<file path="config.mk">
export PLATFORM = sky130hd
export DESIGN_NAME = rsq_top
export DESIGN_NICKNAME = d
export VERILOG_FILES = /design/src/rsq_top.v
export VERILOG_INCLUDE_DIRS = /design/src
export SDC_FILE = /design/constraint.sdc
export NUM_CORES = 1
export LEC_CHECK = 0
export ABC_CLOCK_PERIOD_IN_PS = 3600
export BUFFER_PORTS_ARGS = -buffer_cell sky130_fd_sc_hd__buf_2
export CORE_ASPECT_RATIO = 0.8
export CORE_MARGIN = 1
export CORE_UTILIZATION = 35
export CTS_BUF_LIST = sky130_fd_sc_hd__clkbuf_4
export DETAILED_ROUTE_END_ITERATION = 8
export HOLD_SLACK_MARGIN = 0.05
export SLEW_MARGIN = 30
export SYNTH_ARGS = -nofsm -noshare
export SYNTH_HDL_FRONTEND = slang
export SYNTH_SLANG_ARGS = --single-unit
</file>
<file path="constraint.sdc">
create_clock -name core_clk -period 3.6 [get_ports core_clk]
set_input_delay 1.08 -clock core_clk [delete_from_list [all_inputs] [get_ports core_clk]]
set_output_delay 1.08 -clock core_clk [all_outputs]
set_load 0.005 [all_outputs]
</file>
<file path="src/rsq_defines.vh">
// Behaviour
// (RL1) Reset pin low over 50 ns resets
// (RL2) Reset loads registers; fetch starts at zero
// (RL3) Pin release starts delay; release after time-out
// (RL4) Time-out 1K fast fuse, 16K otherwise
// (RL5) Power-up holds reset through watchdog-clocked delay
// (RL6) Holding pin low lengthens power-on reset
// (RL7) Watchdog expiry resets only when enabled
// (RL8) Watchdog reset pulse lasts one clock
// (RL9) Delay starts at watchdog pulse end
// (RL10) Taking interrupt clears global enable
// (RL11) Return from interrupt sets global enable
// (RL12) Persistent condition flags only on new occurrence
// (RL13) Vector load clears serviced source flag
// (RL14) Writing one clears flag; zero keeps; the two lowest internal source flags have no write clear here
// (RL15) Disabled source flag stays pending
// (RL16) Pending served one by one, priority order
// (RL17) Level interrupt has no flag, live only
// (RL18) Mask bit 7 enables ext 1; 5..0 zero
// (RL19) Two sense bits pick edge or level
// (RL20) Pin activity requests even as output
// (RL21) External interrupt 1 vectors to 0x002
// (RL22) Thirteen vectors, lower address higher priority
// (RL23) Needs individual and global enable set
// (RL24) Mask bit 6 enables ext 0, vector 0x001
// (RL25) Ext 1 event sets flag; cleared two ways
// (RL26) Internal reset held then released synchronously
`ifndef RSQ_DEFINES_VH
`define RSQ_DEFINES_VH

// register indices; byte address is four times the index
`define RSQ_IDX_EXT_MASK    8'h3B
`define RSQ_IDX_EXT_FLAGS   8'h3A
`define RSQ_IDX_CORE_STATUS 8'h3F
`define RSQ_IDX_MCU_CONTROL 8'h34
`define RSQ_IDX_SRC_FLAGS   8'h30
`define RSQ_IDX_RST_CAUSE   8'h31

// field positions
`define RSQ_BIT_EXT1        7
`define RSQ_BIT_EXT0        6
`define RSQ_BIT_GLOBAL_EN   7
`define RSQ_BIT_EXT1_SNS_HI 3
`define RSQ_BIT_EXT1_SNS_LO 2
`define RSQ_BIT_EXT0_SNS_HI 1
`define RSQ_BIT_EXT0_SNS_LO 0
`define RSQ_BIT_CAUSE_POR   0
`define RSQ_BIT_CAUSE_EXT   1
`define RSQ_BIT_CAUSE_WDT   2

// reset values
`define RSQ_RST_BYTE        8'h00

// sense-control encodings
`define RSQ_SENSE_LEVEL     2'h0
`define RSQ_SENSE_NONE      2'h1
`define RSQ_SENSE_FALL      2'h2
`define RSQ_SENSE_RISE      2'h3

// vectors
`define RSQ_VEC_RESET       4'h0
`define RSQ_VEC_EXT0        4'h1
`define RSQ_VEC_EXT1        4'h2
`define RSQ_VEC_FIRST_INT   4'h3

// timing
`define RSQ_CLK_PERIOD_NS   50
`define RSQ_EXT_RST_MIN_NS  50
`define RSQ_EXT_RST_CYC     ((`RSQ_EXT_RST_MIN_NS + `RSQ_CLK_PERIOD_NS - 1) / `RSQ_CLK_PERIOD_NS)
`define RSQ_TOUT_FAST_OSC   1024
`define RSQ_TOUT_SLOW_OSC   16384

`endif

</file>
<file path="src/rsq_top.v">
`timescale 1ns/1ns
`include "rsq_defines.vh"

module rsq_top #(
  parameter NUM_INT      = 10,
  parameter TOUT_FAST    = `RSQ_TOUT_FAST_OSC,
  parameter TOUT_SLOW    = `RSQ_TOUT_SLOW_OSC,
  parameter CNT_W        = 15
) (
  input  wire                core_clk,
  input  wire                reset,
  input  wire                reset_pin_n,
  input  wire                supply_ok,
  input  wire                fast_start_fuse,
  input  wire                wdt_osc,
  input  wire                wdt_expire,
  input  wire                wdt_enable,
  input  wire                ext_irq0_pin,
  input  wire                ext_irq1_pin,
  input  wire [NUM_INT-1:0]  irq_cond,
  input  wire [NUM_INT-1:0]  irq_enable,
  input  wire                core_vector_load,
  input  wire                return_from_interrupt,
  input  wire [9:0]          avs_address,
  input  wire                avs_read,
  input  wire                avs_write,
  input  wire [31:0]         avs_writedata,
  input  wire [3:0]          avs_byteenable,
  output wire [31:0]         avs_readdata,
  output wire                avs_waitrequest,
  output wire                core_reset,
  output wire                irq_req,
  output wire [3:0]          irq_vector,
  output wire                global_enable
);

  localparam NSRC = NUM_INT + 2;
  localparam [CNT_W-1:0] TOUT_FAST_C = TOUT_FAST[CNT_W-1:0];
  localparam [CNT_W-1:0] TOUT_SLOW_C = TOUT_SLOW[CNT_W-1:0];
  localparam integer     EXT_RST_I   = `RSQ_EXT_RST_CYC;
  localparam [3:0]       EXT_RST_C   = EXT_RST_I[3:0];

  // reset sequencer states
  localparam [1:0] ST_HOLD  = 2'h0;
  localparam [1:0] ST_COUNT = 2'h1;
  localparam [1:0] ST_RUN   = 2'h2;

  reg  [1:0]        rst_state_r;
  reg  [1:0]        rst_state_nxt;
  reg  [CNT_W-1:0]  tout_cnt_r;
  reg  [CNT_W-1:0]  tout_cnt_nxt;
  reg               core_reset_r;
  reg  [3:0]        pin_low_cnt_r;
  reg               pin_rst_r;
  reg               wdt_pulse_r;
  reg               osc_s1_r;
  reg               osc_s2_r;
  reg               osc_s3_r;
  reg  [2:0]        osc_vld_r;
  reg  [2:0]        cause_r;

  reg  [7:0]        ext_mask_r;
  reg  [3:0]        mcu_ctl_r;
  reg               global_en_r;
  reg  [NSRC-1:0]   pend_r;
  reg  [NSRC-1:0]   pend_nxt;
  reg               ext0_prev_r;
  reg               ext1_prev_r;
  reg  [NUM_INT-1:0] cond_prev_r;
  reg               irq_req_r;
  reg  [3:0]        irq_vector_r;

  reg               waitreq_r;
  reg  [7:0]        rdata_r;
  reg  [7:0]        rd_mux;

  wire              io_rst;
  wire              osc_tick;
  wire              src_active;
  wire [CNT_W-1:0]  tout_target;
  wire [7:0]        reg_idx;
  wire              wr_take;
  wire              wr_lane0;
  wire [7:0]        wbyte;
  wire [NSRC-1:0]   set_ev;
  wire [NSRC-1:0]   w1c;
  wire [NSRC-1:0]   svc_clr;
  wire [NSRC-1:0]   src_en;
  wire [NSRC-1:0]   live_req;
  wire [NSRC-1:0]   ready_req;
  wire              ext0_level;
  wire              ext1_level;
  wire              ext0_edge;
  wire              ext1_edge;
  wire [1:0]        ext0_sense;
  wire [1:0]        ext1_sense;
  reg  [3:0]        pick_vec;
  reg               pick_any;
  integer           i;

  // I/O registers except the reset cause go back to their initial values while the core is held
  assign io_rst = reset | core_reset_r; // RL2

  // ---------------------------------------------------------------
  // reset sources
  // ---------------------------------------------------------------

  // watchdog oscillator is a plain input here; a two-stage sync then edge detect
  always @(posedge core_clk) begin
    if (reset) begin
      osc_s1_r <= 1'b0;
      osc_s2_r <= 1'b0;
      osc_s3_r <= 1'b0;
      osc_vld_r <= 3'h0;
    end else begin
      osc_s1_r <= wdt_osc;
      osc_s2_r <= osc_s1_r;
      osc_s3_r <= osc_s2_r;
      osc_vld_r <= {osc_vld_r[1:0], 1'b1};
    end
  end

  // no tick until the chain holds real samples, else a high oscillator at reset exit
  // would pass for an edge and cut the time-out short
  assign osc_tick = osc_s2_r & ~osc_s3_r & osc_vld_r[2]; // RL4

  // pin low for the minimum width counts as a reset; shorter blips are dropped.
  // the pin is sampled, so a stopped core clock cannot see it
  always @(posedge core_clk) begin
    if (reset) begin
      pin_low_cnt_r <= 4'h0;
      pin_rst_r     <= 1'b0;
    end else if (!reset_pin_n) begin
      if (pin_low_cnt_r < EXT_RST_C)
        pin_low_cnt_r <= pin_low_cnt_r + 4'h1;
      pin_rst_r <= (pin_low_cnt_r + 4'h1 >= EXT_RST_C); // RL1
    end else begin
      pin_low_cnt_r <= 4'h0;
      pin_rst_r     <= 1'b0;
    end
  end

  // one core-clock reset pulse per enabled expiry
  // the pulse blocks its own next cycle, so a held expiry still gives one clock
  always @(posedge core_clk) begin
    if (reset)
      wdt_pulse_r <= 1'b0;
    else
      wdt_pulse_r <= wdt_expire & wdt_enable & ~core_reset_r & ~wdt_pulse_r; // RL7 RL8
  end

  // pin held low keeps the sequencer parked, so an external hold stretches power-on
  assign src_active = pin_rst_r | ~supply_ok | wdt_pulse_r; // RL6

  assign tout_target = fast_start_fuse ? TOUT_FAST_C : TOUT_SLOW_C; // RL4

  // any source reasserting parks the sequencer and the count starts again from zero
  always @* begin
    rst_state_nxt = rst_state_r;
    tout_cnt_nxt  = tout_cnt_r;
    case (rst_state_r)
      ST_HOLD: begin
        tout_cnt_nxt = {CNT_W{1'b0}};
        if (!src_active)
          rst_state_nxt = ST_COUNT; // RL3 RL5 RL9
      end
      ST_COUNT: begin
        if (src_active) begin
          rst_state_nxt = ST_HOLD;
          tout_cnt_nxt  = {CNT_W{1'b0}};
        end else if (osc_tick) begin
          if (tout_cnt_r + 1'b1 >= tout_target)
            rst_state_nxt = ST_RUN; // RL3
          tout_cnt_nxt = tout_cnt_r + 1'b1;
        end
      end
      ST_RUN: begin
        if (src_active) begin
          rst_state_nxt = ST_HOLD;
          tout_cnt_nxt  = {CNT_W{1'b0}};
        end
      end
      default: begin
        rst_state_nxt = ST_HOLD;
        tout_cnt_nxt  = {CNT_W{1'b0}};
      end
    endcase
  end

  always @(posedge core_clk) begin
    if (reset) begin
      rst_state_r  <= ST_HOLD;
      tout_cnt_r   <= {CNT_W{1'b0}};
      core_reset_r <= 1'b1;
    end else begin
      rst_state_r  <= rst_state_nxt;
      tout_cnt_r   <= tout_cnt_nxt;
      core_reset_r <= (rst_state_nxt != ST_RUN); // RL26
    end
  end

  // reset cause: hardware sets, write-one clears, set wins
  always @(posedge core_clk) begin
    if (reset) begin
      cause_r <= 3'h0;
    end else begin
      cause_r[`RSQ_BIT_CAUSE_POR] <= ~supply_ok |
        (cause_r[`RSQ_BIT_CAUSE_POR] &
         ~(wr_take && reg_idx == `RSQ_IDX_RST_CAUSE && wbyte[`RSQ_BIT_CAUSE_POR]));
      cause_r[`RSQ_BIT_CAUSE_EXT] <= pin_rst_r |
        (cause_r[`RSQ_BIT_CAUSE_EXT] &
         ~(wr_take && reg_idx == `RSQ_IDX_RST_CAUSE && wbyte[`RSQ_BIT_CAUSE_EXT]));
      cause_r[`RSQ_BIT_CAUSE_WDT] <= wdt_pulse_r |
        (cause_r[`RSQ_BIT_CAUSE_WDT] &
         ~(wr_take && reg_idx == `RSQ_IDX_RST_CAUSE && wbyte[`RSQ_BIT_CAUSE_WDT]));
    end
  end

  // ---------------------------------------------------------------
  // register bus slave: one wait cycle, then the answer
  // ---------------------------------------------------------------

  assign reg_idx  = avs_address[9:2];
  assign wr_take  = avs_write & ~waitreq_r & wr_lane0;
  assign wr_lane0 = avs_byteenable[0];
  assign wbyte    = avs_writedata[7:0];

  always @(posedge core_clk) begin
    if (reset)
      waitreq_r <= 1'b1;
    else
      waitreq_r <= ~((avs_read | avs_write) & waitreq_r);
  end

  always @* begin
    case (reg_idx)
      `RSQ_IDX_EXT_MASK:    rd_mux = {ext_mask_r[7:6], 6'h00}; // RL18
      `RSQ_IDX_EXT_FLAGS:   rd_mux = {pend_r[1], pend_r[0], 6'h00};
      `RSQ_IDX_CORE_STATUS: rd_mux = {global_en_r, 7'h00};
      `RSQ_IDX_MCU_CONTROL: rd_mux = {4'h0, mcu_ctl_r};
      `RSQ_IDX_SRC_FLAGS:   rd_mux = pend_r[NSRC-1 -: 8];
      `RSQ_IDX_RST_CAUSE:   rd_mux = {5'h00, cause_r};
      default:              rd_mux = 8'h00;
    endcase
  end

  // read data are captured in the wait cycle and stand until the next read
  always @(posedge core_clk) begin
    if (reset)
      rdata_r <= 8'h00;
    else if (avs_read & waitreq_r)
      rdata_r <= rd_mux;
  end

  always @(posedge core_clk) begin
    if (io_rst) begin
      ext_mask_r <= `RSQ_RST_BYTE; // RL2
      mcu_ctl_r  <= 4'h0;
    end else if (wr_take) begin
      if (reg_idx == `RSQ_IDX_EXT_MASK)
        ext_mask_r <= {wbyte[7:6], 6'h00}; // RL18 RL24
      if (reg_idx == `RSQ_IDX_MCU_CONTROL)
        mcu_ctl_r <= wbyte[3:0]; // RL19
    end
  end

  // ---------------------------------------------------------------
  // interrupt sources
  // ---------------------------------------------------------------

  assign ext0_sense = {mcu_ctl_r[`RSQ_BIT_EXT0_SNS_HI], mcu_ctl_r[`RSQ_BIT_EXT0_SNS_LO]};
  assign ext1_sense = {mcu_ctl_r[`RSQ_BIT_EXT1_SNS_HI], mcu_ctl_r[`RSQ_BIT_EXT1_SNS_LO]};

  // pins are watched regardless of port direction, so a driven output still triggers
  always @(posedge core_clk) begin
    if (io_rst) begin
      ext0_prev_r <= 1'b1;
      ext1_prev_r <= 1'b1;
      cond_prev_r <= {NUM_INT{1'b0}};
    end else begin
      ext0_prev_r <= ext_irq0_pin; // RL20
      ext1_prev_r <= ext_irq1_pin; // RL20
      cond_prev_r <= irq_cond;
    end
  end

  assign ext0_level = (ext0_sense == `RSQ_SENSE_LEVEL) & ~ext_irq0_pin; // RL17
  assign ext1_level = (ext1_sense == `RSQ_SENSE_LEVEL) & ~ext_irq1_pin; // RL17
  assign ext0_edge  = ((ext0_sense == `RSQ_SENSE_FALL) & ext0_prev_r & ~ext_irq0_pin) |
                      ((ext0_sense == `RSQ_SENSE_RISE) & ~ext0_prev_r & ext_irq0_pin);
  assign ext1_edge  = ((ext1_sense == `RSQ_SENSE_FALL) & ext1_prev_r & ~ext_irq1_pin) |
                      ((ext1_sense == `RSQ_SENSE_RISE) & ~ext1_prev_r & ext_irq1_pin); // RL19

  // flags fire on the onset of a condition only, never on its level
  assign set_ev = {irq_cond & ~cond_prev_r, ext1_edge, ext0_edge}; // RL12 RL25

  assign w1c[1:0] = (wr_take && reg_idx == `RSQ_IDX_EXT_FLAGS) ?
                    {wbyte[`RSQ_BIT_EXT1], wbyte[`RSQ_BIT_EXT0]} : 2'h0; // RL14
  // the source flag byte clears the same top eight sources that it reads;
  // the two lowest have no software clear and leave only on vector entry
  assign w1c[NSRC-1:2] = (wr_take && reg_idx == `RSQ_IDX_SRC_FLAGS) ?
                         {wbyte, {(NUM_INT-8){1'b0}}} : {NUM_INT{1'b0}}; // RL14

  // source index k owns vector k+1
  genvar g;
  generate
    for (g = 0; g < NSRC; g = g + 1) begin : g_svc
      assign svc_clr[g] = core_vector_load & irq_req_r &
                          (irq_vector_r == g + 1); // RL13
    end
  endgenerate

  // a new event beats a clear in the same cycle
  always @* begin
    pend_nxt = (pend_r & ~w1c & ~svc_clr) | set_ev; // RL15 RL16 RL25
  end

  always @(posedge core_clk) begin
    if (io_rst)
      pend_r <= {NSRC{1'b0}};
    else
      pend_r <= pend_nxt;
  end

  assign src_en   = {irq_enable, ext_mask_r[`RSQ_BIT_EXT1], ext_mask_r[`RSQ_BIT_EXT0]}; // RL18 RL24
  assign live_req = {pend_r[NSRC-1:2], pend_r[1] | ext1_level, pend_r[0] | ext0_level};
  assign ready_req = live_req & src_en & {NSRC{global_en_r}}; // RL23

  // lowest index wins; vector zero belongs to reset
  always @* begin
    pick_vec = `RSQ_VEC_RESET;
    pick_any = 1'b0;
    for (i = NSRC - 1; i >= 0; i = i - 1) begin
      if (ready_req[i]) begin
        pick_vec = i[3:0] + 4'h1; // RL16 RL21 RL22 RL24
        pick_any = 1'b1;
      end
    end
  end

  // global enable: taking an interrupt clears it and beats a return or a write
  // a status write landing in the entry cycle is lost; software must write again
  always @(posedge core_clk) begin
    if (io_rst)
      global_en_r <= 1'b0;
    else if (core_vector_load & irq_req_r)
      global_en_r <= 1'b0; // RL10
    else if (return_from_interrupt)
      global_en_r <= 1'b1; // RL11
    else if (wr_take && reg_idx == `RSQ_IDX_CORE_STATUS)
      global_en_r <= wbyte[`RSQ_BIT_GLOBAL_EN];
  end

  // request is withdrawn the cycle after acceptance, so only one is taken per entry
  always @(posedge core_clk) begin
    if (io_rst) begin
      irq_req_r    <= 1'b0;
      irq_vector_r <= `RSQ_VEC_RESET; // RL2 RL22
    end else if (core_vector_load & irq_req_r) begin
      irq_req_r    <= 1'b0; // RL16
      irq_vector_r <= irq_vector_r;
    end else begin
      irq_req_r    <= pick_any;
      irq_vector_r <= pick_any ? pick_vec : `RSQ_VEC_RESET;
    end
  end

  assign avs_readdata    = {24'h000000, rdata_r};
  assign avs_waitrequest = waitreq_r;
  assign core_reset      = core_reset_r;
  assign irq_req         = irq_req_r;
  assign irq_vector      = irq_vector_r;
  assign global_enable   = global_en_r;

endmodule

</file>
# [Yosys cells after proc, flatten, opt, wreduce, memory -nomap -nowiden]
# Cells that the tools add are included.
[word_totals] ff_bits=78 inputBits=80 out_inout_bits=40 wordCells=181
[classes] bitwise_logic=68 eq_ne=27 n_mux=42 order_cmp=3 addsub=2 n_reduce_logical=16
[ops] operator="15-bit two-way mux" n=4
[ops] operator="4-bit two-way mux" n=13
[ops] operator="12-bit AND" n=4
[ops] operator="8-bit by 6-bit equality test with 1-bit output, second input constant" n=6
[ops] operator="8-bit case mux with 6 select lines" n=1
[ops] operator="1-bit AND" n=35
[ops] operator="15-bit case mux with 2 select lines" n=1
[ops] operator="12-bit NOT" n=2
[ops] operator="4-bit equality test, second input constant" n=5
[ops] operator="4-bit by 3-bit equality test with 1-bit output, second input constant" n=4
[ops] operator="15-bit by 1-bit adder with 15-bit output, second input constant" n=1
[ops] operator="15-bit greater-or-equal comparator" n=1
[ops] operator="1-bit two-way mux" n=15
[ops] operator="1-bit NOT" n=13
[ops] operator="2-bit two-way mux" n=6
[ops] operator="12-bit bitwise OR" n=1
[ops] operator="1-bit bitwise OR" n=11
[ops] operator="10-bit AND" n=1
[ops] operator="2-bit equality test, second input constant" n=5
[ops] operator="10-bit two-way mux" n=1
[ops] operator="10-bit NOT" n=1
[ops] operator="4-bit by 2-bit equality test with 1-bit output, second input constant" n=2
[ops] operator="1-bit logical AND" n=7
[ops] operator="2-bit zero test" n=3
[ops] operator="11 further kinds" n=15

# [Depth between registers and ports, before layout]
# Gate-level depths: netlist of the first run.
[logic_depth] word_depth=18 ltp_mapped=11 depth_no_buf=11

# [Worst setup path after synthesis of the first run]
# Ideal clock, no wire load.
[synth_timing] path_type="reg-to-reg" from="register tout_cnt_r[0]" to="register core_reset_r, in the netlist core_reset" slack_ps=444 path_stages_with_launch=12 path_buffers=0 setup_time_ps=120 arrival_ps=3037 required_ps=3480 synth_period_minus_slack_ps=3156 path_cell_list="dfxtp_1 -> ha_1 -> nand2_1 -> or3_1 -> nor3_1 -> xor2_1 -> ha_1 -> nand2_2 -> or4_4 -> a2111oi_4 -> a211oi_1 -> a211o_1"
[synth_via] elab_chain_len=7
[synth_lines] element="start, declared" line="rsq_top.v:50" text="reg [CNT_W-1:0] tout_cnt_r;"
[synth_lines] element="start signal, assigned" line="rsq_top.v:193" text="tout_cnt_r <= {CNT_W{1'b0}};"
[synth_lines] element="start signal, assigned" line="rsq_top.v:197" text="tout_cnt_r <= tout_cnt_nxt;"
[synth_lines] element="15-bit by 1-bit adder with 15-bit output" line="rsq_top.v:172" text="if (tout_cnt_r + 1'b1 >= tout_target)"
[synth_lines] element="15-bit greater-or-equal comparator" line="rsq_top.v:172"
[synth_lines] element="2-bit two-way mux" line="rsq_top.v:172"
[synth_lines] element="2-bit two-way mux" line="rsq_top.v:171" text="end else if (osc_tick) begin"
[synth_lines] element="2-bit two-way mux" line="rsq_top.v:168" text="if (src_active) begin"
[synth_lines] element="2-bit case mux with 3 select lines" line="rsq_top.v:161" text="case (rst_state_r)"
[synth_lines] element="2-bit != test" line="rsq_top.v:198" text="core_reset_r <= (rst_state_nxt != ST_RUN);"
[synth_lines] element="end signal, assigned" line="rsq_top.v:198"
[synth_lines] element="end, declared" line="rsq_top.v:52" text="reg core_reset_r;"
# Every way passes these cells.
# A chain may end at the register's enable or synchronous reset.

# [Worst setup path after layout of the first run]
[layout_timing] from="register tout_cnt_r[4]" to="register core_reset_r, in the netlist core_reset"
# The elaborated chain is that of the path after synthesis.

==> results.py, run 1 <==
metrics = {
    "die": {
        "die_width_um": 120,
        "ios": 120,
        "dieArea_mm2": 0.0116,
        "rows": 34,
        "die-height_um": 96.4,
        "coreArea_mm2": 0.0108,
        "initial_core_util": 0.360,
    },
    "logic_synthesis": {
        "synth-seq-area-share": 0.400,
        "synth_area_per_cell_um2": 8.18,
        "synth_edf_count": 0,
        "synth_top_family_by_area": "simple AND/OR/NAND/NOR gates",
        "synth_ff_type": "dfxtp_1",
        "synthCells": 477,
        "synthAdderAreaFrac": 0.0225,
        "ys_async_sr_fraction": 0,
        "synth.area.mux_share": 0.0369,
        "syn_area_mm2": 0.00390,
        "synth-seq-cells": 78,
        "synth_compound_area_frac": 0.166,
        "yosysWarningCount": 0,
        "synthXorXnorAreaFrac": 0.0247,
        "yosys.area_share.simple": 0.262,
        "ys_types": 59,
    },
    "detailed_routing": {
        "drt-total-wl_um": 9450,
        "vias": 3479,
        "drc": 3,
        "wl_per_cell_um": 13.7,
        "drt_pass1_iterations": 7,
        "viasPerCell": 5.06,
        "drtIter0Drc": 251,
        "postRouteAntennaNets": 0,
    },
    "global_route": {
        "grtUsageMet1": 0.246,
        "grt_pass1_wl_um": 15200,
        "gr-max-usage-layer": "met1",
        "grt_pass1_vias": 3007,
        "use_met2": 0.240,
        "use_met3": 0.0411,
        "grt-ovfl-total": 0,
        "grt_max_degree": 28,
        "antenna_found_initial": 0,
        "grtUsageTotal": 0.169,
    },
    "placed_design": {
        "hpwlAfterDp_um": 7260,
        "place.gp.congestion": 0.911,
        "portBuffers": 66,
    },
    "power_and_ir_drop": {
        "irDropWorstVdd_mv": 0.183,
        "power_switching_uw": 362,
        "p_leak_nw": 1.83,
        "clock_power_share": 0.313,
        "power_frac_seq": 0.620,
        "p_int_mw": 1.05,
        "p_per_area_mw_per_mm2": 323,
        "switching_share": 0.256,
        "power_frac_comb": 0.067,
    },
    "setup_path": {
        "slowest_delay_ns": 0.54,
        "crit_type": "flip-flop to flip-flop",
        "crit_family": "simple AND/OR/NAND/NOR gates",
        "path_buf_inv": 0,
        "crit_path_top_delay_cell": "or4_4",
        "crit_fanout": 6,
        "end_kind": "flip-flop",
        "cp_data_required_time_ns": 3.94,
        "path_cells": "nand4_2, or3_1, nor3_1, xor2_1, ha_1, nand2_2, or4_4, a2111oi_4, a211oi_1, a211o_1",
        "arrival_ns": 3.68,
        "cp-start-kind": "flip-flop",
    },
    "cts": {
        "path_clk_slew_ns": 0.13,
        "worst_skew_pair.late_latency_ns": 0.43,
        "cts_root_buf": "clkbuf_4",
        "cts_resized": 0,
        "hold_buffers": 0,
        "cts-buffers-inserted": 9,
        "h-tree-depth": 3,
        "clk_path_buf_depth": 2,
        "clkSinkCount": 78,
        "cts_tree": "built",
        "cts_setup_buffers": 0,
    },
    "timing": {
        "worst-slew-pin-transition_ns": 0.544,
        "finalSetupViolations": 0,
        "hold_violations": 0,
        "min_period_ns": 3.35,
        "period_share": 0.929,
        "finalSetupTns_ns": 0,
        "worst_clock_skew_ns": 0.0189,
        "maxSlewHeadroom": 0.638,
        "maxSlewViolCount": 0,
        "fmax_mhz": 299,
        "rsz0062_at_grt": "false",
    },
    "flow_run": {
        "cap_viol_max_count": 0,
    },
    "final_layout": {
        "areaGrowthSynthToFinish_pct": 12.1,
        "final_common_cell": "dfxtp_1",
        "diodes": 0,
        "nets": 626,
        "drive_gt1_frac": 0.175,
        "fin_util": 0.403,
        "most-common-layout-cells": "dfxtp_1 (78), buf_2 (66), nand2_1 (63)",
    },
    "min_path": {
        "hold_path.class": "flip-flop to flip-flop",
    },
    "run_status": {
        "outcome": "complete, but fails checks",
        "violations": "design-rule violations",
    },
}
flip-flops by register name (all words and copies together) (netlist names):
name and cells:
ext0_prev_r 1, ext_mask_r 2, osc_s1_r 1, cause_r 3, irq_vector 4, cond_prev_r 10, rdata_r 8, pend_r 12
tout_cnt_r 15, ext1_prev_r 1, pin_low_cnt_r 4, global_enable 1, mcu_ctl_r 4, avs_waitrequest 1, wdt_pulse_r 1, osc_vld_r 3
rst_state_r 2, osc_s2_r 1, pin_rst_r 1, core_reset 1, osc_s3_r 1, irq_req 1
worst reg2reg max path, cell delays in order (launching register included):
cell	delay (ns)
dfxtp_1	0.48
nand4_2	0.20
or3_1	0.44
nor3_1	0.23
xor2_1	0.12
ha_1	0.35
nand2_2	0.05
or4_4	0.54
a2111oi_4	0.41
a211oi_1	0.15
a211o_1	0.28
layer usage:
layer  wire (µm)  part of all wire  up-vias
li1            -                 -     1749
met1        4850              0.51     1606
met2        3970              0.42      115
met3         503             0.053        9
met4         132             0.014        0
met5           0                 0        -
path summary, 6_finish.rpt:
check,from,cells after the start,to,slack (ns)
min,cond_prev_r[4],1,pend_r[6],0.39
max reg2reg,tout_cnt_r[4],10,core_reset,0.25
max,tout_cnt_r[4],10,core_reset,0.25
min reg2reg,cond_prev_r[4],1,pend_r[6],0.39
power groups by stage:
stage / clock [mW] / sequential, mW / combinational, mW
finish: 0.442 / 0.876 / 0.0942
global placement: 0 / 0.895 / 0.0916
CTS: 0.456 / 0.876 / 0.0943
floorplan: 0 / 0.894 / 0.0663
global route: 0.488 / 0.878 / 0.107
detailed placement: 0 / 0.896 / 0.0938
metrics by stage:
step / hold slack (ns) / setup WS [ns] / cell area [µm²] / power [mW] / std cells
5_1_grt: 0.418 / 0.0756 / 4370 / 1.47 / 688
2_1_floorplan: 0.389 / 0.444 / 3990 / 0.961 / 500
3_3_place_gp: 0.392 / 0.330 / 4270 / 0.987 / 672
6_report: 0.393 / 0.255 / 4370 / 1.41 / 688
4_1_cts: 0.408 / 0.255 / 4370 / 1.43 / 688
3_5_place_dp: 0.395 / 0.291 / 4270 / 0.990 / 672
kinds of logic (layout without fill, tap and decap cells):
kind of cell,count (synthesis),after routing
AND/OR/NAND/NOR,211,211
AO/OA/AOI/OAI,93,93
flip-flops,78,78
buffers and inverters,62,106
multiplexers,14,14
XOR/XNOR,11,11
adder cells (fa/ha/maj),7,7
other,1,24
area by class of cell:
type | instances | area (µm²)
clock inverter | 6 | 28.8
multi-input combinational | 360 | 2090
timing repair buffer | 71 | 368
inverter | 19 | 71.3
tap | 144 | 180
sequential | 78 | 1560
fill | 1129 | 6480
clock buffer | 10 | 75.1
cells in the mapped netlist, drive strengths merged, types with 10 or more instances:
master / count / area share
mux2i: 11 / 0.028
a21oi: 23 / 0.030
clkbuf: 15 / 0.014
nand4: 13 / 0.022
o21ai: 22 / 0.028
nor2: 54 / 0.052
a22oi: 12 / 0.023
buf: 28 / 0.054
nor2b: 11 / 0.018
dfxtp: 78 / 0.40
nor3: 19 / 0.024
nand2: 64 / 0.062
inv: 19 / 0.018
nand3: 10 / 0.013
Power figures use the tool's default switching activity.
==> run 2, diff against run 1 <==
--- a/config.mk
+++ b/config.mk
@@ -14,6 +14,7 @@
 export CTS_BUF_LIST = sky130_fd_sc_hd__clkbuf_4
 export DETAILED_ROUTE_END_ITERATION = 8
 export HOLD_SLACK_MARGIN = 0.05
+export RECOVER_POWER = 25
 export SLEW_MARGIN = 30
 export SYNTH_ARGS = -nofsm -noshare
 export SYNTH_HDL_FRONTEND = slang
==> results.py, run 2 (same netlist as run 1, synthesis figures left out) <==
metrics = {
    "power_and_ir_drop": {
        "power_switching_uw": 362,
        "switching_share": 0.256,
        "p_per_area_mw_per_mm2": 324,
        "p_int_mw": 1.05,
        "p_leak_nw": 1.82,
        "power_frac_comb": 0.066,
        "clock_power_share": 0.313,
        "power_frac_seq": 0.621,
        "irDropWorstVdd_mv": 0.182,
        "total_power_mw": 1.41,
    },
    "detailed_routing": {
        "postRouteAntennaNets": 0,
        "wl_per_cell_um": 13.7,
        "drc": 2,
        "vias": 3469,
        "drt_pass1_iterations": 6,
        "viasPerCell": 5.04,
        "drtIter0Drc": 279,
        "drt-total-wl_um": 9460,
    },
    "run_status": {
        "outcome": "complete, but fails checks",
        "violations": "design-rule violations",
    },
    "final_layout": {
        "diodes": 0,
        "fin_cells": 688,
        "drive_gt1_frac": 0.169,
        "reg_top3": "tout_cnt_r: 15 flops, pend_r: 12 flops, cond_prev_r: 10 flops",
        "fin_area_mm2": 0.00436,
        "areaGrowthSynthToFinish_pct": 11.9,
        "nets": 626,
        "largest_register_ffs": 15,
        "most-common-layout-cells": "dfxtp_1 (78), buf_2 (65), nand2_1 (63)",
        "final_common_cell": "dfxtp_1",
        "fin_util": 0.402,
        "regMostFlops": "tout_cnt_r",
    },
    "placed_design": {
        "portBuffers": 66,
        "place.gp.congestion": 0.911,
        "dpl_cell_area_mm2": 0.00427,
        "dp_cells": 672,
        "hpwlAfterDp_um": 7260,
    },
    "setup_path": {
        "path_cells": "nand4_2, or3_1, nor3_1, xor2_1, ha_1, nand2_2, or4_4, a2111oi_4, a211oi_1, a211o_1",
        "cp_data_required_time_ns": 3.95,
        "end_kind": "flip-flop",
        "arrival_ns": 3.70,
        "crit_path_top_delay_cell": "or4_4",
        "crit_type": "flip-flop to flip-flop",
        "rrSetupSlack_ns": 0.25,
        "cp-start-kind": "flip-flop",
        "crit_fanout": 6,
        "slowest_delay_ns": 0.54,
    },
    "cts": {
        "cts_tree": "built",
        "cts_setup_buffers": 0,
        "cts_resized": 0,
        "cts-buffers-inserted": 9,
        "worst_skew_pair.late_latency_ns": 0.44,
        "clk_path_buf_depth": 2,
        "cts_root_buf": "clkbuf_4",
        "hold_buffers": 0,
        "h-tree-depth": 3,
        "path_clk_slew_ns": 0.13,
        "clkSinkCount": 78,
    },
    "timing": {
        "period_share": 0.930,
        "worst_clock_skew_ns": 0.0173,
        "rsz0062_at_grt": "false",
        "maxSlewHeadroom": 0.222,
        "finalSetupViolations": 0,
        "finalSetupTns_ns": 0,
        "maxSlewViolCount": 0,
        "fmax_mhz": 299,
        "hold_violations": 0,
        "worst-slew-pin-transition_ns": 1.17,
        "min_period_ns": 3.35,
    },
    "die": {
        "die-height_um": 96.4,
        "initial_core_util": 0.360,
        "dieArea_mm2": 0.0116,
        "ios": 120,
        "rows": 34,
        "die_width_um": 120,
        "coreArea_mm2": 0.0108,
    },
    "global_route": {
        "grt_pass1_vias": 3007,
        "antenna_found_initial": 0,
        "grt_max_degree": 28,
        "grtUsageTotal": 0.169,
        "grt-ovfl-total": 0,
        "grt_pass1_wl_um": 15200,
    },
    "flow_run": {
        "cap_viol_max_count": 0,
    },
    "min_path": {
        "hold_path.class": "flip-flop to flip-flop",
    },
}
-- run 2: cell types whose count changed in the layout (fill, tap and decap cells not counted) --
cell / delta
clkbuf_1: +3
buf_4: -2
and2_0: +1
and2_1: -1
buf_2: -1
-- run 2: per-layer routing --
layer / GRT usage / routed length [µm] / part of all wire
met5: 0 / 0 / 0
met3: 0.0411 / 529 / 0.056
met1: 0.246 / 4830 / 0.51
met2: 0.240 / 3950 / 0.42
met4: 0.0573 / 145 / 0.015
-- run 2: worst paths after layout --
kind	from	endpoint	cells past startpoint
worst max-delay path	tout_cnt_r[4]	core_reset	10
worst min-delay path	cond_prev_r[4]	pend_r[6]	1
worst max register to register	tout_cnt_r[4]	core_reset	10
worst min register to register	cond_prev_r[4]	pend_r[6]	1
-- run 2: per-stage QoR --
stage                     setup slack, ns  hold slack, ns
after floorplan                     0.444           0.389
after CTS                           0.255           0.408
final                               0.251           0.394
after global routing               0.0756           0.418
after detailed placement            0.291           0.395
after global placement              0.330           0.392
-- run 2: layout make-up --
cell class                 instances  area (µm²)
clock buffer                      10        75.1
clock inverter                     6        28.8
fill                            1131        6480
inverter                          19        71.3
multi-input combinational        360        2090
sequential                        78        1560
tap                              144         180
timing repair buffer              71         359
-- run 2: power by group through the flow --
stage               combinational (mW)  sequential (mW)  clock (mW)
detailed placement              0.0938            0.896           0
global placement                0.0916            0.895           0
CTS                             0.0943            0.876       0.456
global route                     0.107            0.878       0.488
finish                          0.0936            0.876       0.442
floorplan                       0.0663            0.894           0
-- run 2: critical path, delay by kind of cell (launching register included) --
kind | cells | cell delay [ns]
simple gates | 5 | 1.47
compound gates | 3 | 0.84
flops | 1 | 0.47
fa+ha+maj | 1 | 0.35
xor+xnor | 1 | 0.12
==> run 3, diff against run 2 <==
--- a/config.mk
+++ b/config.mk
@@ -6,14 +6,14 @@
 export SDC_FILE = /design/constraint.sdc
 export NUM_CORES = 1
 export LEC_CHECK = 0
-export ABC_CLOCK_PERIOD_IN_PS = 3600
 export BUFFER_PORTS_ARGS = -buffer_cell sky130_fd_sc_hd__buf_2
 export CORE_ASPECT_RATIO = 0.8
 export CORE_MARGIN = 1
-export CORE_UTILIZATION = 35
+export CORE_UTILIZATION = 57
 export CTS_BUF_LIST = sky130_fd_sc_hd__clkbuf_4
 export DETAILED_ROUTE_END_ITERATION = 8
 export HOLD_SLACK_MARGIN = 0.05
+export PLACE_DENSITY = 0.88
 export RECOVER_POWER = 25
 export SLEW_MARGIN = 30
 export SYNTH_ARGS = -nofsm -noshare
==> constraint.sdc (replaced) <==
create_clock -name core_clk -period 4.1 [get_ports core_clk]
set_input_delay 1.23 -clock core_clk [delete_from_list [all_inputs] [get_ports core_clk]]
set_output_delay 1.23 -clock core_clk [all_outputs]
set_load 0.005 [all_outputs]
==> results.py, run 3 (same netlist as run 1, synthesis figures left out) <==
metrics = {
    "timing": {
        "period_share": 0.854,
        "rsz0062_at_grt": "false",
        "hold_violations": 0,
        "maxSlewHeadroom": -0.147,
        "finalSetupViolations": 0,
        "worst-slew-pin-transition_ns": 1.72,
        "worst_clock_skew_ns": 0.0174,
        "hold-worst-slack_ns": 0.402,
        "min_period_ns": 3.50,
        "fmax_mhz": 286,
        "maxSlewViolCount": 42,
        "finalSetupTns_ns": 0,
    },
    "detailed_routing": {
        "drtIter0Drc": 430,
        "viasPerCell": 5.80,
        "drt-total-wl_um": 9270,
        "vias": 3626,
        "drc": 0,
        "postRouteAntennaNets": 0,
        "wl_per_cell_um": 14.8,
        "drt_pass1_iterations": 5,
    },
    "placed_design": {
        "place.gp.congestion": 1.01,
        "hpwlAfterDp_um": 6900,
        "portBuffers": 66,
        "dp_cells": 609,
    },
    "global_route": {
        "grtUsageTotal": 0.273,
        "grt_pass1_wl_um": 15200,
        "grt_max_degree": 42,
        "grt-ovfl-total": 0,
        "grt_pass1_vias": 3229,
        "antenna_found_initial": 0,
    },
    "final_layout": {
        "fillers": 563,
        "ff_latch_area_mm2": 0.00156,
        "diodes": 0,
        "largest_register_ffs": 15,
        "final_common_cell": "dfxtp_1",
        "areaGrowthSynthToFinish_pct": 10.2,
        "drive_gt1_frac": 0.172,
        "multi_input_area_mm2": 0.00209,
        "reg_top3": "tout_cnt_r: 15 flops, pend_r: 12 flops, cond_prev_r: 10 flops",
        "fin_util": 0.660,
        "regMostFlops": "tout_cnt_r",
        "most-common-layout-cells": "dfxtp_1 (78), buf_2 (65), nand2_1 (63)",
        "fin_cells": 625,
        "nets": 623,
    },
    "cts": {
        "worst_skew_pair.late_latency_ns": 0.46,
        "hold_buffers": 0,
        "path_clk_slew_ns": 0.15,
        "cts_resized": 0,
        "cts_root_buf": "clkbuf_4",
        "clkSinkCount": 78,
        "cts_setup_buffers": 0,
        "h-tree-depth": 3,
        "cts-buffers-inserted": 9,
        "cts_tree": "built",
        "clk_path_buf_depth": 2,
    },
    "die": {
        "initial_core_util": 0.599,
        "coreArea_mm2": 0.00651,
        "dieArea_mm2": 0.00718,
        "die_width_um": 94.5,
        "ios": 120,
        "rows": 26,
        "die-height_um": 76.0,
    },
    "setup_path": {
        "startpoint": "tout_cnt_r[0]",
        "slowest_delay_ns": 0.54,
        "crit_path_top_delay_cell": "or4_4",
        "cp_data_required_time_ns": 4.45,
        "crit_path_frequent_cell": "ha_1",
        "path_buf_inv": 0,
        "crit_type": "flip-flop to flip-flop",
        "crit_family": "simple AND/OR/NAND/NOR gates",
        "r2r-start": "tout_cnt_r[0]",
        "path_cells": "ha_1, nand2_1, or3_1, nor3_1, xor2_1, ha_1, nand2_2, or4_4, a2111oi_4, a211oi_1, a211o_1",
        "arrival_ns": 3.85,
        "crit_fanout": 6,
        "end_kind": "flip-flop",
        "cp-start-kind": "flip-flop",
    },
    "flow_run": {
        "cap_viol_max_count": 1,
    },
    "min_path": {
        "hold_path.class": "flip-flop to flip-flop",
        "min_from": "cond_prev_r[5]",
    },
    "run_status": {
        "violations": "max-capacitance violations, max-slew violations",
        "outcome": "complete, but fails checks",
    },
    "power_and_ir_drop": {
        "total_power_mw": 1.30,
        "p_leak_nw": 1.82,
        "p_per_area_mw_per_mm2": 303,
        "irDropWorstVdd_mv": 0.177,
    },
}
## run 3: cell count changes in the layout (fill, tap and decap cells not counted), sizes merged
cell	previous run	this run
clkbuf	13	11
clkinvlp	1	2
buf	68	66
clkinv	5	1
inv	19	23
## run 3: final timing paths
kind         slack [ns]  depth (start not counted)          to
max                0.60                         11  core_reset
min                0.40                          1   pend_r[7]
max reg2reg        0.60                         11  core_reset
min reg2reg        0.40                          1   pend_r[7]
## run 3: power breakdown
group | leakage (nW) | internal, mW | switching (mW)
logic | 1.12 | 0.0332 | 0.0490
registers | 0.631 | 0.765 | 0.00493
clock network | 0.0670 | 0.138 | 0.312
## run 3: area by class of cell
| class | instances | share of cell area |
|---|---|---|
| flip-flops and latches | 78 | 0.363 |
| multi-input cells | 360 | 0.486 |
| repair buffers | 68 | 0.0792 |
| well taps | 84 | 0.0245 |
| inverters | 19 | 0.0166 |
| clock inverters | 7 | 0.0149 |
| clock buffers | 9 | 0.0157 |
## run 3: layer usage
metal  track usage  vias to the layer above  share of wire
li1              -                     1744              -
met2         0.399                      192           0.43
met1         0.382                     1671           0.45
met5             0                        -              0
met3        0.0818                       19          0.096
met4        0.0939                        0          0.023
## run 3: stage by stage
stage	setup slack (ns)	instance area, µm²
finish	0.600	4300
global route	0.397	4300
CTS	0.652	4300
detailed placement	0.682	4170
global placement	0.749	4170
floorplan	0.944	3990
